$ cat src/verilog/acfg_params.svh
/*
 * Offsets, field positions, reset values and masks of the audio function
 * configuration header.
 * Assumes it is included by bare name from the package and the design files.
 */
`ifndef ACFG_PARAMS_SVH
`define ACFG_PARAMS_SVH

// ----------------------------------------------------------------------------
// Byte offsets of the registers
// ----------------------------------------------------------------------------
`define ACFG_OFF_MAKER       8'h00
`define ACFG_OFF_PART        8'h02
`define ACFG_OFF_COMMAND     8'h04
`define ACFG_OFF_STATUS      8'h06
`define ACFG_OFF_REVISION    8'h08
`define ACFG_OFF_PROG_IF     8'h09
`define ACFG_OFF_SUB_CLASS   8'h0a
`define ACFG_OFF_BASE_CLASS  8'h0b
`define ACFG_OFF_HEADER      8'h0e
`define ACFG_OFF_MIXER_BAR   8'h10
`define ACFG_OFF_BM_BAR      8'h14
`define ACFG_OFF_RSVD_18     8'h18
`define ACFG_OFF_BOARD_VEN   8'h2c
`define ACFG_OFF_BOARD       8'h2e
`define ACFG_OFF_INT_LINE    8'h3c
`define ACFG_OFF_INT_PIN     8'h3d

// ----------------------------------------------------------------------------
// Command and status bit positions
// ----------------------------------------------------------------------------
`define ACFG_CMD_IO_BIT      0
`define ACFG_CMD_MEM_BIT     1
`define ACFG_CMD_MASTER_BIT  2
`define ACFG_STA_ABORT_BIT   13

// ----------------------------------------------------------------------------
// Reset and fixed values
// ----------------------------------------------------------------------------
`define ACFG_CMD_RESET       16'h0000
`define ACFG_STA_FIXED       16'h0280
`define ACFG_PROG_IF_VAL     8'h00
`define ACFG_SUB_CLASS_VAL   8'h01
`define ACFG_BASE_CLASS_VAL  8'h04
`define ACFG_HEADER_VAL      8'h00
`define ACFG_BAR_RESET       32'h0000_0001
`define ACFG_RSVD_18_VAL     32'h0000_0001
`define ACFG_BOARD_RESET     16'h0000
`define ACFG_INT_LINE_RESET  8'h00
`define ACFG_INT_PIN_VAL     8'h02

// ----------------------------------------------------------------------------
// Writable bit masks per 32-bit word
// ----------------------------------------------------------------------------
`define ACFG_WM_COMMAND      32'h0000_0005
`define ACFG_WM_MIXER_BAR    32'h0000_ff00
`define ACFG_WM_BM_BAR       32'h0000_ffc0
`define ACFG_WM_BOARD        32'hffff_ffff
`define ACFG_WM_INT_LINE     32'h0000_00ff
`define ACFG_WM_NONE         32'h0000_0000

`endif

$ cat src/verilog/acfg_pkg.sv
/*
 * Types shared by the configuration header design files.
 * Assumes acfg_params.svh is on the include path.
 */
`default_nettype none

`include "acfg_params.svh"

package acfg_pkg;

	// ------------------------------------------------------------------------
	// Configuration request and answer carriers
	// ------------------------------------------------------------------------
	typedef struct packed {
		logic        valid;
		logic        write;
		logic [7:0]  addr;   // Byte address, bits 1:0 ignored
		logic [3:0]  be;     // Byte enables, active high
		logic [31:0] wdata;
	} cfg_req_t;

	typedef struct packed {
		logic        ack;
		logic [31:0] rdata;
	} cfg_rsp_t;

	// I/O cycle offered to the function for decode
	typedef struct packed {
		logic        valid;
		logic [15:0] addr;
	} io_req_t;

endpackage

`default_nettype wire

$ cat src/verilog/cfg_write_merge.sv
/*
 * Byte-enable merge of a write into the current value of a 32-bit word,
 * limited to the bits that the mask marks writable.
 * Assumes purely combinational use on the same clock as the caller.
 */
`timescale 1ns/1ps
`default_nettype none

module cfg_write_merge #(
	parameter int BYTES = 4
) (
	input  wire logic [8*BYTES-1:0] old_in,
	input  wire logic [8*BYTES-1:0] wdata_in,
	input  wire logic [8*BYTES-1:0] wmask_in,
	input  wire logic [BYTES-1:0]   be_in,
	output logic      [8*BYTES-1:0] merged_out
);

	// ------------------------------------------------------------------------
	// Per-byte merge
	// ------------------------------------------------------------------------
	genvar g;
	generate
		for (g = 0; g < BYTES; g = g + 1) begin : g_byte
			// Enabled byte takes written bits where writable
			assign merged_out[8*g +: 8] = be_in[g]
				? ((old_in[8*g +: 8] & ~wmask_in[8*g +: 8])
					| (wdata_in[8*g +: 8] & wmask_in[8*g +: 8]))
				: old_in[8*g +: 8];
		end
	endgenerate

endmodule // cfg_write_merge

`default_nettype wire

$ cat src/verilog/audio_function_pci_config_space.sv
/*
 * Configuration header of the audio controller function: identity codes,
 * command and status, two I/O base addresses, board codes, interrupt line.
 * Assumes the host side delivers one configuration request per valid cycle,
 * and that bus-master and I/O-cycle signals come from logic on clk_in.
 */
// What this block does
// - Unlisted offsets are reserved, read-only, and ignore writes.
// - Command bit 2 gates starting any bus-master cycle.
// - Command bit 1 reads zero; memory cycles are never claimed.
// - Command bit 0 gates I/O register decode; zero after reset.
// - Command bits 15:3 read zero and cannot be written.
// - Maker code is a fixed read-only value; writes ignored.
// - Status bit 13 set on master abort; software writes one to clear.

`timescale 1ns/1ps
`default_nettype none

`include "acfg_params.svh"

module audio_function_pci_config_space
	import acfg_pkg::*;
#(
	parameter logic [15:0] MAKER_CODE    = 16'h1234, // Arbitrary value
	parameter logic [15:0] PART_CODE     = 16'h5678, // Arbitrary value
	parameter logic [7:0]  REVISION_CODE = 8'h01     // Arbitrary value
) (
	input  wire logic     clk_in,
	input  wire logic     rstn_in,
	input  wire cfg_req_t cfg_req_in,
	output var  cfg_rsp_t cfg_rsp_out,
	input  wire logic     master_req_in,
	input  wire logic     master_abort_in,
	output logic          master_grant_out,
	input  wire io_req_t  io_req_in,
	output logic          io_claim_mixer_out,
	output logic          io_claim_bm_out,
	output logic          mem_claim_out,
	output logic          io_enable_out,
	output logic          master_enable_out
);

	// ------------------------------------------------------------------------
	// Register state
	// ------------------------------------------------------------------------
	logic        io_en_q,        io_en_d;
	logic        master_en_q,    master_en_d;
	logic        abort_flag_q,   abort_flag_d;
	logic [31:0] mixer_bar_q,    mixer_bar_d;
	logic [31:0] bm_bar_q,       bm_bar_d;
	logic [31:0] board_q,        board_d;
	logic        board_lock_q,   board_lock_d;
	logic [7:0]  int_line_q,     int_line_d;
	cfg_rsp_t    rsp_q,          rsp_d;
	logic        grant_q,        grant_d;
	logic        claim_mix_q,    claim_mix_d;
	logic        claim_bm_q,     claim_bm_d;

	// ------------------------------------------------------------------------
	// Address decode of the addressed word
	// ------------------------------------------------------------------------
	logic [5:0]  word_idx;
	logic        hit_id;
	logic        hit_cmd;
	logic        hit_class;
	logic        hit_header;
	logic        hit_mixer;
	logic        hit_bm;
	logic        hit_rsvd18;
	logic        hit_board;
	logic        hit_int;
	logic        wr_en;

	// Word compare against each register's byte offset
	assign word_idx   = cfg_req_in.addr[7:2];
	assign hit_id     = ({word_idx, 2'b00} == (`ACFG_OFF_MAKER & 8'hfc));
	assign hit_cmd    = ({word_idx, 2'b00} == (`ACFG_OFF_COMMAND & 8'hfc));
	assign hit_class  = ({word_idx, 2'b00} == (`ACFG_OFF_REVISION & 8'hfc));
	assign hit_header = ({word_idx, 2'b00} == (`ACFG_OFF_HEADER & 8'hfc));
	assign hit_mixer  = ({word_idx, 2'b00} == (`ACFG_OFF_MIXER_BAR & 8'hfc));
	assign hit_bm     = ({word_idx, 2'b00} == (`ACFG_OFF_BM_BAR & 8'hfc));
	assign hit_rsvd18 = ({word_idx, 2'b00} == (`ACFG_OFF_RSVD_18 & 8'hfc));
	assign hit_board  = ({word_idx, 2'b00} == (`ACFG_OFF_BOARD_VEN & 8'hfc));
	assign hit_int    = ({word_idx, 2'b00} == (`ACFG_OFF_INT_LINE & 8'hfc));
	assign wr_en      = cfg_req_in.valid & cfg_req_in.write;

	// ------------------------------------------------------------------------
	// Current word values as software sees them
	// ------------------------------------------------------------------------
	logic [15:0] command_view;
	logic [15:0] status_view;
	logic [31:0] read_word;
	logic [31:0] wmask_word;
	logic [31:0] merged_word;

	// Command view: only decode and master bits live
	always_comb begin
		command_view = `ACFG_CMD_RESET;
		command_view[`ACFG_CMD_IO_BIT]     = io_en_q;
		command_view[`ACFG_CMD_MASTER_BIT] = master_en_q;
		command_view[`ACFG_CMD_MEM_BIT]    = 1'b0;
	end

	// Status view: fixed capability bits plus abort flag
	always_comb begin
		status_view = `ACFG_STA_FIXED;
		status_view[`ACFG_STA_ABORT_BIT] = abort_flag_q;
	end

	// Read multiplexer over the addressed word
	always_comb begin
		read_word  = 32'h0000_0000;
		wmask_word = `ACFG_WM_NONE;
		if (hit_id) begin
			read_word = {PART_CODE, MAKER_CODE};
		end else if (hit_cmd) begin
			read_word  = {status_view, command_view};
			wmask_word = `ACFG_WM_COMMAND;
		end else if (hit_class) begin
			read_word = {`ACFG_BASE_CLASS_VAL, `ACFG_SUB_CLASS_VAL,
				`ACFG_PROG_IF_VAL, REVISION_CODE};
		end else if (hit_header) begin
			read_word = {8'h00, `ACFG_HEADER_VAL, 16'h0000};
		end else if (hit_mixer) begin
			read_word  = mixer_bar_q;
			wmask_word = `ACFG_WM_MIXER_BAR;
		end else if (hit_bm) begin
			read_word  = bm_bar_q;
			wmask_word = `ACFG_WM_BM_BAR;
		end else if (hit_rsvd18) begin
			read_word = `ACFG_RSVD_18_VAL;
		end else if (hit_board) begin
			read_word  = board_q;
			wmask_word = board_lock_q ? `ACFG_WM_NONE : `ACFG_WM_BOARD;
		end else if (hit_int) begin
			read_word  = {16'h0000, `ACFG_INT_PIN_VAL, int_line_q};
			wmask_word = `ACFG_WM_INT_LINE;
		end else begin
			// unlisted words read zero, mask stays empty
			read_word  = 32'h0000_0000;
			wmask_word = `ACFG_WM_NONE;
		end
	end

	// ------------------------------------------------------------------------
	// Write merge under byte enables and writable mask
	// ------------------------------------------------------------------------
	cfg_write_merge #(
		.BYTES (4)
	) u_merge (
		.old_in     (read_word),
		.wdata_in   (cfg_req_in.wdata),
		.wmask_in   (wmask_word),
		.be_in      (cfg_req_in.be),
		.merged_out (merged_word)
	);

	// ------------------------------------------------------------------------
	// Configuration register next values
	// ------------------------------------------------------------------------
	logic abort_clear;

	// Write-one-to-clear of the abort flag in the status upper byte
	assign abort_clear = wr_en & hit_cmd & cfg_req_in.be[3]
		& cfg_req_in.wdata[16 + `ACFG_STA_ABORT_BIT];

	always_comb begin
		io_en_d      = io_en_q;
		master_en_d  = master_en_q;
		abort_flag_d = abort_flag_q;
		mixer_bar_d  = mixer_bar_q;
		bm_bar_d     = bm_bar_q;
		board_d      = board_q;
		board_lock_d = board_lock_q;
		int_line_d   = int_line_q;
		if (wr_en && hit_cmd) begin
			io_en_d     = merged_word[`ACFG_CMD_IO_BIT];
			master_en_d = merged_word[`ACFG_CMD_MASTER_BIT];
		end
		if (wr_en && hit_mixer) begin
			mixer_bar_d = merged_word;
		end
		if (wr_en && hit_bm) begin
			bm_bar_d = merged_word;
		end
		if (wr_en && hit_board && !board_lock_q) begin
			// First write with any byte enabled locks the board codes
			board_d = merged_word;
			if (cfg_req_in.be != 4'h0) begin
				board_lock_d = 1'b1;
			end
		end
		if (wr_en && hit_int) begin
			int_line_d = merged_word[7:0];
		end
		// clear by writing one, a new abort wins
		if (abort_clear) begin
			abort_flag_d = 1'b0;
		end
		if (master_abort_in) begin
			abort_flag_d = 1'b1;
		end
	end

	// Register the configuration state
	always_ff @(posedge clk_in or negedge rstn_in) begin
		if (!rstn_in) begin
			io_en_q      <= 1'b0;
			master_en_q  <= 1'b0;
			abort_flag_q <= 1'b0;
			mixer_bar_q  <= `ACFG_BAR_RESET;
			bm_bar_q     <= `ACFG_BAR_RESET;
			board_q      <= {`ACFG_BOARD_RESET, `ACFG_BOARD_RESET};
			board_lock_q <= 1'b0;
			int_line_q   <= `ACFG_INT_LINE_RESET;
		end else begin
			io_en_q      <= io_en_d;
			master_en_q  <= master_en_d;
			abort_flag_q <= abort_flag_d;
			mixer_bar_q  <= mixer_bar_d;
			bm_bar_q     <= bm_bar_d;
			board_q      <= board_d;
			board_lock_q <= board_lock_d;
			int_line_q   <= int_line_d;
		end
	end

	// ------------------------------------------------------------------------
	// Configuration answer
	// ------------------------------------------------------------------------
	// Acknowledge every request one cycle later; reads return the word
	always_comb begin
		rsp_d.ack   = cfg_req_in.valid;
		rsp_d.rdata = 32'h0000_0000;
		if (cfg_req_in.valid && !cfg_req_in.write) begin
			rsp_d.rdata = read_word;
		end
	end

	always_ff @(posedge clk_in or negedge rstn_in) begin
		if (!rstn_in) begin
			rsp_q <= '0;
		end else begin
			rsp_q <= rsp_d;
		end
	end

	// ------------------------------------------------------------------------
	// Bus-master gate and I/O decode
	// ------------------------------------------------------------------------
	always_comb begin
		// no grant unless master enable is set
		grant_d     = master_req_in & master_en_d;
		claim_mix_d = 1'b0;
		claim_bm_d  = 1'b0;
		// claim I/O only while decode is enabled
		if (io_req_in.valid && io_en_q) begin
			claim_mix_d = ((io_req_in.addr & 16'(`ACFG_WM_MIXER_BAR))
				== (mixer_bar_q[15:0] & 16'(`ACFG_WM_MIXER_BAR)));
			claim_bm_d  = ((io_req_in.addr & 16'(`ACFG_WM_BM_BAR))
				== (bm_bar_q[15:0] & 16'(`ACFG_WM_BM_BAR)));
		end
	end

	always_ff @(posedge clk_in or negedge rstn_in) begin
		if (!rstn_in) begin
			grant_q     <= 1'b0;
			claim_mix_q <= 1'b0;
			claim_bm_q  <= 1'b0;
		end else begin
			grant_q     <= grant_d;
			claim_mix_q <= claim_mix_d;
			claim_bm_q  <= claim_bm_d;
		end
	end

	// ------------------------------------------------------------------------
	// Outputs, all straight from flip-flops except the memory claim, tied low
	// ------------------------------------------------------------------------
	assign cfg_rsp_out        = rsp_q;
	assign master_grant_out   = grant_q;
	assign io_claim_mixer_out = claim_mix_q;
	assign io_claim_bm_out    = claim_bm_q;
	assign mem_claim_out      = 1'b0;
	assign io_enable_out      = io_en_q;
	assign master_enable_out  = master_en_q;

endmodule // audio_function_pci_config_space

`default_nettype wire

$ cat config.mk
export PLATFORM = sky130hd
export DESIGN_NAME = audio_function_pci_config_space
export DESIGN_NICKNAME = d
export VERILOG_FILES = /design/src/verilog/acfg_pkg.sv /design/src/verilog/cfg_write_merge.sv /design/src/verilog/audio_function_pci_config_space.sv
export VERILOG_INCLUDE_DIRS = /design/src /design/src/verilog
export SDC_FILE = /design/constraint.sdc
export NUM_CORES = 1
export LEC_CHECK = 0
export BUFFER_PORTS_ARGS = -buffer_cell sky130_fd_sc_hd__clkbuf_2
export CELL_PAD_IN_SITES_DETAIL_PLACEMENT = 0
export CELL_PAD_IN_SITES_GLOBAL_PLACEMENT = 1
export CORE_UTILIZATION = 44
export DETAILED_ROUTE_END_ITERATION = 8
export PLACE_DENSITY = 0.79
export SLEW_MARGIN = 20
export SYNTH_ARGS = -nofsm -noshare
export SYNTH_HDL_FRONTEND = slang
export SYNTH_SLANG_ARGS = --single-unit
export TNS_END_PERCENT = 30
$ cat constraint.sdc
create_clock -name clk_in -period 1.9 [get_ports clk_in]
set_input_delay 0.38 -clock clk_in [delete_from_list [all_inputs] [get_ports clk_in]]
set_output_delay 0.38 -clock clk_in [all_outputs]
set_load 0.03 [all_outputs]
# Yosys cells after proc, flatten, opt, wreduce, memory -nomap -nowiden
# Index checks and enable logic that the tools add are counted.
# Widths: inputs -> output; s select.
[word_totals] ff_bits=144 inputBits=67 output_inout_bits=39 elab_cells=87
[op_classes] n_eq_ne=10 mux=29 bitwise=21 reduce_logical=14
[ops] cell="$mux 32" n=18
[ops] cell="$and 8x8->8" n=8
[ops] cell="$mux 8" n=5
[ops] cell="$not 8->8" n=4
[ops] cell="$or 8x8->8" n=4
[ops] cell="$eq 6x3->1 const B" n=3
[ops] cell="$eq 6x2->1 const B" n=2
[ops] cell="$eq 6x4->1 const B" n=2
[ops] cell="$eq 10x10->1" n=1
[ops] cell="$mux 10" n=1
[ops] cell="$eq 8x8->1" n=1
[ops] cell="$logic_and 1x1->1" n=8
[ops] cell="$eq 6x1->1 const B" n=1
[ops] cell="$logic_not 6->1" n=1
[ops] cell="$and 1x1->1" n=5
[ops] cell="$mux 1" n=5
[ops] cell="$reduce_bool 4->1" n=1
[ops] cell="$logic_not 1->1" n=2
[ops] cell="$reduce_and 2->1" n=1
[ops] cell="$reduce_bool 2->1" n=1

# Depth between registers and ports, before layout
[logic_depth] depth_word=16 ltp_mapped=8

# Modules after synthesis
# A second synthesis with hierarchy kept.
[unflattened] cells_unflattened=606 hier_area_um2=7521.0
[by_module_without_submodules] mod="audio_function_pci_config_space" n_inst=1 cells_each=538 area_per_inst_um2=6879.1 seq_area_each_um2=3606.0
[by_module_without_submodules] mod="cfg_write_merge" n_inst=1 cells_each=68 area_per_inst_um2=641.9 seq_area_each_um2=0.0

# Worst setup path after synthesis
# OpenSTA, ideal clock, no wires.
[synth_timing] path_type="input to register" startpoint="in cfg_req_in[43] (netlist bit)" endpoint="reg board_q[10]" arrival_ps=2028 required_time_ps=1775 path_slack_ps=-253 cell_stages=6 n_path_buf=3 cell_sequence="or2_2 -> clkbuf_1 -> clkbuf_1 -> nor4_1 -> buf_2 -> mux2_2"
[synth_between] elab_chain_cells=13 word_cells_on_any_way=31 cone_classes="eq/ne: 7; mux: 17; bitwise: 4; reduce/logical: 3"
[synth_rtl] item="start: declaration" line="audio_function_pci_config_space.sv:30" source="input wire cfg_req_t cfg_req_in,"
[synth_rtl] item="$eq 6x4->1" line="audio_function_pci_config_space.sv:83" source="assign hit_board = ({word_idx, 2'b00} == (`ACFG_OFF_BOARD_VEN & 8'hfc));"
[synth_rtl] item="$mux 32" line="audio_function_pci_config_space.sv:132" source="end else if (hit_board) begin"
[synth_rtl] item="$mux 32" line="audio_function_pci_config_space.sv:130" source="end else if (hit_rsvd18) begin"
[synth_rtl] item="$mux 32" line="audio_function_pci_config_space.sv:127" source="end else if (hit_bm) begin"
[synth_rtl] item="$mux 32" line="audio_function_pci_config_space.sv:124" source="end else if (hit_mixer) begin"
[synth_rtl] item="$mux 32" line="audio_function_pci_config_space.sv:122" source="end else if (hit_header) begin"
[synth_rtl] item="$mux 32" line="audio_function_pci_config_space.sv:119" source="end else if (hit_class) begin"
[synth_rtl] item="$mux 32" line="audio_function_pci_config_space.sv:116" source="end else if (hit_cmd) begin"
[synth_rtl] item="$mux 32" line="audio_function_pci_config_space.sv:114" source="if (hit_id) begin"
[synth_rtl] item="$not 8->8" line="cfg_write_merge.sv:27" source="? ((old_in[8*g +: 8] & ~wmask_in[8*g +: 8])"
[synth_rtl] item="$and 8x8->8" line="cfg_write_merge.sv:27"
[synth_rtl] item="$or 8x8->8" line="cfg_write_merge.sv:28" source="| (wdata_in[8*g +: 8] & wmask_in[8*g +: 8]))"
[synth_rtl] item="$mux 8" line="cfg_write_merge.sv:27"
[synth_rtl] item="end signal: assignment" line="audio_function_pci_config_space.sv:213" source="board_q <= {`ACFG_BOARD_RESET, `ACFG_BOARD_RESET};"
[synth_rtl] item="end signal: assignment" line="audio_function_pci_config_space.sv:222" source="board_q <= board_d;"
[synth_rtl] item="end: declaration" line="audio_function_pci_config_space.sv:51" source="logic [31:0] board_q, board_d;"
# Several ways; a longest one is shown, not always the timed one.
# A chain may end at the register's enable or synchronous reset.

# Final worst setup path
[layout_timing] startpoint="in cfg_req_in[41] (netlist bit)" endpoint="reg board_q[6]"
[layout_between] elab_chain_cells=14 word_cells_on_any_way=34 cone_classes="eq/ne: 8; mux: 19; bitwise: 4; reduce/logical: 3"
[layout_rtl] item="$eq 6x4->1" line="audio_function_pci_config_space.sv:84" source="assign hit_int = ({word_idx, 2'b00} == (`ACFG_OFF_INT_LINE & 8'hfc));"
[layout_rtl] item="$mux 8" line="audio_function_pci_config_space.sv:135" source="end else if (hit_int) begin"
[layout_rtl] item="$mux 32" line="audio_function_pci_config_space.sv:132"
[layout_rtl] item="$mux 32" line="audio_function_pci_config_space.sv:130"
[layout_rtl] item="$mux 32" line="audio_function_pci_config_space.sv:127"
[layout_rtl] item="$mux 32" line="audio_function_pci_config_space.sv:124"
[layout_rtl] item="$mux 32" line="audio_function_pci_config_space.sv:122"
[layout_rtl] item="$mux 32" line="audio_function_pci_config_space.sv:119"
[layout_rtl] item="$mux 32" line="audio_function_pci_config_space.sv:116"
[layout_rtl] item="$mux 32" line="audio_function_pci_config_space.sv:114"
[layout_rtl] item="$not 8->8" line="cfg_write_merge.sv:27"
[layout_rtl] item="$and 8x8->8" line="cfg_write_merge.sv:27"
[layout_rtl] item="$or 8x8->8" line="cfg_write_merge.sv:28"
[layout_rtl] item="$mux 8" line="cfg_write_merge.sv:27"
# Several ways; a longest one is shown, not always the timed one.

==> results by stage <==
Finish:
- Fill cells in the final layout number 1219.
- The final design utilization is 0.599.
- The repair_antennas step left the layout with diodes totalling 0.
- The total number of nets in the final design is roughly 860.
- Of the cells placed in the final design, the portion with a size suffix greater than 1 is 0.396.
- The most common cell after layout, fill and taps aside is sky130_fd_sc_hd__dfrtp_1.
- The layout overhead on the synthesized area is 31.4%.
- In the layout the commonest cells are 142 x sky130_fd_sc_hd__dfrtp_1, 108 x sky130_fd_sc_hd__buf_4, 95 x sky130_fd_sc_hd__clkbuf_2, 61 x sky130_fd_sc_hd__nor2_1, 37 x sky130_fd_sc_hd__nand2_1.

Setup path:
- The required time of the critical path is 2210 ps.
- The maximum fanout count along the critical path is 15.
- Among cell families on the critical path, the largest total delay comes from simple AND/OR/NAND/NOR gates.
- For this run, the slowest stage of the critical path takes between 500 and 600 ps.
- The endpoint arrival time on the critical path is between 2000 and 2500 ps.
- The beginning of the worst register-to-register path is board_lock_q.
- The start point of the critical path is cfg_req_in[41].
- The most critical setup path has its endpoint at board_q[6].
- STA classifies the critical path startpoint as an input port.
- The library cell contributing the largest single delay on the critical path is sky130_fd_sc_hd__or4b_4.
- The number of buffers and inverters on the critical path is 3.
- The critical path goes through clkbuf_2 -> or4b_4 -> buf_12 -> nor2_4 -> buf_4 -> o211a_1 -> o41ai_2 -> mux2_2.
- The path type of the worst setup path is in -> reg.
- The cell depth of the worst setup path is 8.
- STA classifies the critical path endpoint as a flip-flop.
- The reg-to-reg endpoint is board_q[6].
- The number of cells on the worst reg-to-reg path is 6.
- The setup check on the worst reg-to-reg path leaves a slack of between 100 and 150 ps.

CTS:
- The total setup buffers inserted after CTS is 0.
- The number of levels the H-tree was split into is 4.
- The clock-pin slew of the registers on the worst-case setup and hold paths is 60 ps.
- The number of buffers between clock root and the deepest sink is 2.
- For the worst-skew pair, the clock arrives at the later sink with an insertion delay of 430 ps.
- For this design, the sink count on the clock tree is 144.
- The CTS tree is done.
- The cell sitting at the root of the clock tree is a sky130_fd_sc_hd__clkbuf_16.
- The number of buffers inserted during clock tree synthesis is 17.

Placed design:
- The final estimated routing congestion in global placement is between 0.8 and 0.9.
- The placed wire-length estimate is about 14000 microns.
- The pre-CTS worst setup slack is -506 ps.
- Port buffering added 96 buffers.

Drt:
- The detailed-route via count is roughly 5.4k.
- The post-detailed-routing wire length is 18500 microns.
- The length of the first detailed-routing pass in iterations is 7.
- The count of nets left with antenna violations once routing finished came out at 0.
- For this run, design rule violations remaining after detail routing come to 6.
- In the final routed layout, each cell accounts on average for 18.6 microns.
- In the routed layout, each cell is associated on average with a via count of 5.47.
- The number of DRC markers in iteration 0 is 346.

Floorplan:
- After floorplanning, the core was sized to cover 0.0147 sq mm.
- For this design the top-level I/O count stands at ~110.
- The floorplan step defined a die boundary enclosing roughly 0.016 sq mm.
- The total number of placement rows is 44.
- The initial utilization of the core area, before any placement, comes to 0.456.
- The x dimension of the die is 125 microns.
- In this run the vertical extent of the chip is ~130 microns.

Logic synthesis:
- The most frequently used flop master after synthesis is sky130_fd_sc_hd__dfrtp_1.
- The number of flops mapped to enable cells by yosys is 0.
- The post-synthesis sequential area ratio is 0.538.
- The number of warnings printed during yosys synthesis is 0.
- After synthesis, the netlist uses 68 different library cells.
- The per-instance average area after synthesis is a little over 10 sq um.
- The mapped netlist covers 0.00670 sq mm.
- The async set or reset register ratio after synthesis is 1.00.
- Counting every net in the synthesized netlist gives 718.
- The register bit total from synthesis is approximately 140.
- The synthesized netlist cell count is 651.

Timing:
- The minimum clock period is 1890 ps.
- At the pin with the least slew margin, the transition time is about 500 ps.
- Setup violations remaining at the end of the flow were counted as 0.
- The hold violation total from the final report is 0.
- The normalized max-slew margin is 0.668.
- Of the available clock period, the critical path in the final layout requires 0.997.
- In the final timing run, aggregate negative setup slack is 0 ps.
- Timing would allow up to 528 MHz.
- Setup repair after global routing could not meet its margin everywhere.
- The count of pins over their slew limit came to 0.
- The worst clock skew on the final layout is 6.73 ps.
- The worst setup margin is 5.37 ps.

Worst hold path:
- The startpoint identified for the worst hold timing path is cfg_req_in[45].
- The path type of the worst min-delay path is in -> reg.

Global routing:
- The first global-routing pass estimated about 30000 microns of wire.
- The number of antenna violations at the first check in global routing is 0.
- Entering global routing, the biggest net connects 49 pins.
- The number of global-route vias before repair is 5699.
- The global-route total usage across every layer is 0.251.
- The global-route congestion overflow total is 0.

Power and ir drop:
- The leakage power of the design is approximately 4.3 nW.
- The power density over the cells is 841 mW/mm^2.
- The largest voltage drop on the vdd net is 0.645 mV.

Status:
- The flow ran to the end, but the final reports show violations.
- The final reports fail on DRC.

Flow run:
- The max-capacitance violation count is 0.
-- timing repair --
item	in CTS	in global routing
endpoints found under the setup margin	19	32
hold buffers	1	0
pin swaps	1	9
resized for setup	5	12
endpoints found under the hold margin	42	0
-- kinds of logic after synthesis --
group	count (synthesis)	synth area share
xor gates and xnor gates	18	0.0235
buffers and inverters	97	0.0627
other	1	0.000559
AOI/OAI and AO/OA	119	0.133
muxes	35	0.0579
DFF	144	0.538
and+or+nand+nor	237	0.184
-- cell type report --
class | instances | area [sq um] | area share
well taps | 184 | 230 | 0.0261
flip-flops and latches | 144 | 3610 | 0.409
multi-input cells | 410 | 2830 | 0.321
clock inverters | 14 | 213 | 0.0241
clock buffers | 18 | 439 | 0.0499
inverters | 9 | 33.8 | 0.00383
repair buffers | 213 | 1460 | 0.166
-- per-layer routing --
metal	routed length [microns]	up-vias	GRT usage
li1	-	2565	-
met1	8590	2657	0.354
met2	8510	171	0.384
met3	989	37	0.0466
met4	366	0	0.0954
met5	0	-	0
-- synth_stat cells (6+ instances only) --
| cell type | count | share of area |
|---|---|---|
| sky130_fd_sc_hd__o221ai_1 | 6 | 0.0078 |
| sky130_fd_sc_hd__a22oi_1 | 11 | 0.012 |
| sky130_fd_sc_hd__and3_1 | 19 | 0.018 |
| sky130_fd_sc_hd__inv_1 | 9 | 0.0050 |
| sky130_fd_sc_hd__nor2b_1 | 17 | 0.016 |
| sky130_fd_sc_hd__buf_2 | 9 | 0.0067 |
| sky130_fd_sc_hd__nand2_1 | 37 | 0.021 |
| sky130_fd_sc_hd__clkbuf_1 | 72 | 0.040 |
| sky130_fd_sc_hd__nor2_1 | 64 | 0.036 |
| sky130_fd_sc_hd__nor4_1 | 6 | 0.0056 |
| sky130_fd_sc_hd__o221a_2 | 9 | 0.015 |
| sky130_fd_sc_hd__dfrtp_1 | 142 | 0.53 |
| sky130_fd_sc_hd__nor3_1 | 32 | 0.024 |
| sky130_fd_sc_hd__xor2_1 | 6 | 0.0078 |
| sky130_fd_sc_hd__mux2_2 | 30 | 0.050 |
| sky130_fd_sc_hd__o31ai_1 | 19 | 0.021 |
| sky130_fd_sc_hd__xnor2_1 | 12 | 0.016 |
| sky130_fd_sc_hd__a21oi_1 | 12 | 0.0090 |
| sky130_fd_sc_hd__o22ai_1 | 7 | 0.0065 |
| sky130_fd_sc_hd__nand3_1 | 10 | 0.0075 |
| sky130_fd_sc_hd__o21ai_0 | 21 | 0.016 |
| sky130_fd_sc_hd__and2_1 | 6 | 0.0056 |
| sky130_fd_sc_hd__nand2b_1 | 13 | 0.012 |
-- registers in the layout (all words and copies together), names as in the netlist --
signal and flops:
io_claim_mixer_out 1, master_grant_out 1, abort_flag_q 1, mixer_bar_q 32
board_lock_q 1, io_claim_bm_out 1, io_enable_out 1, master_enable_out 1
board_q 32, int_line_q 8, bm_bar_q 32, cfg_rsp_out 33
-- worst min path at each step --
stage	endpoint	cells after the start	slack (ps)
after floorplan	abort_flag_q	0	80
after global placement	mixer_bar_q[31]	1	350
after detailed placement	mixer_bar_q[31]	1	350
after CTS	cfg_rsp_out[32]	1	90
after global routing	cfg_rsp_out[32]	1	110
final	cfg_rsp_out[32]	1	110
-- report_power, final --
group | internal (mW) | switching (mW)
Sequential | 3.12 | 0.0369
Combinational | 0.233 | 0.338
Clock | 2.36 | 1.32
-- stage by stage --
stage | total power [mW] | area (sq um) | instances | hold slack [ps]
2_1_floorplan | 3.45 | 6780 | 651 | 84.4
4_1_cts | 7.45 | 8750 | 992 | 92.6
5_1_grt | 7.65 | 8810 | 992 | 107
3_3_place_gp | 3.75 | 8070 | 959 | 355
6_report | 7.41 | 8810 | 992 | 108
3_5_place_dp | 3.77 | 8070 | 959 | 350
-- worst reg2reg max path: stages (launching register included) --
cell and delay, ps:
sky130_fd_sc_hd__dfrtp_1 430, sky130_fd_sc_hd__nor2b_1 260, sky130_fd_sc_hd__nor3_4 70, sky130_fd_sc_hd__buf_4 170, sky130_fd_sc_hd__o211a_1 240, sky130_fd_sc_hd__o41ai_2 320, sky130_fd_sc_hd__mux2_2 230
(Power assumes the default switching activity.)
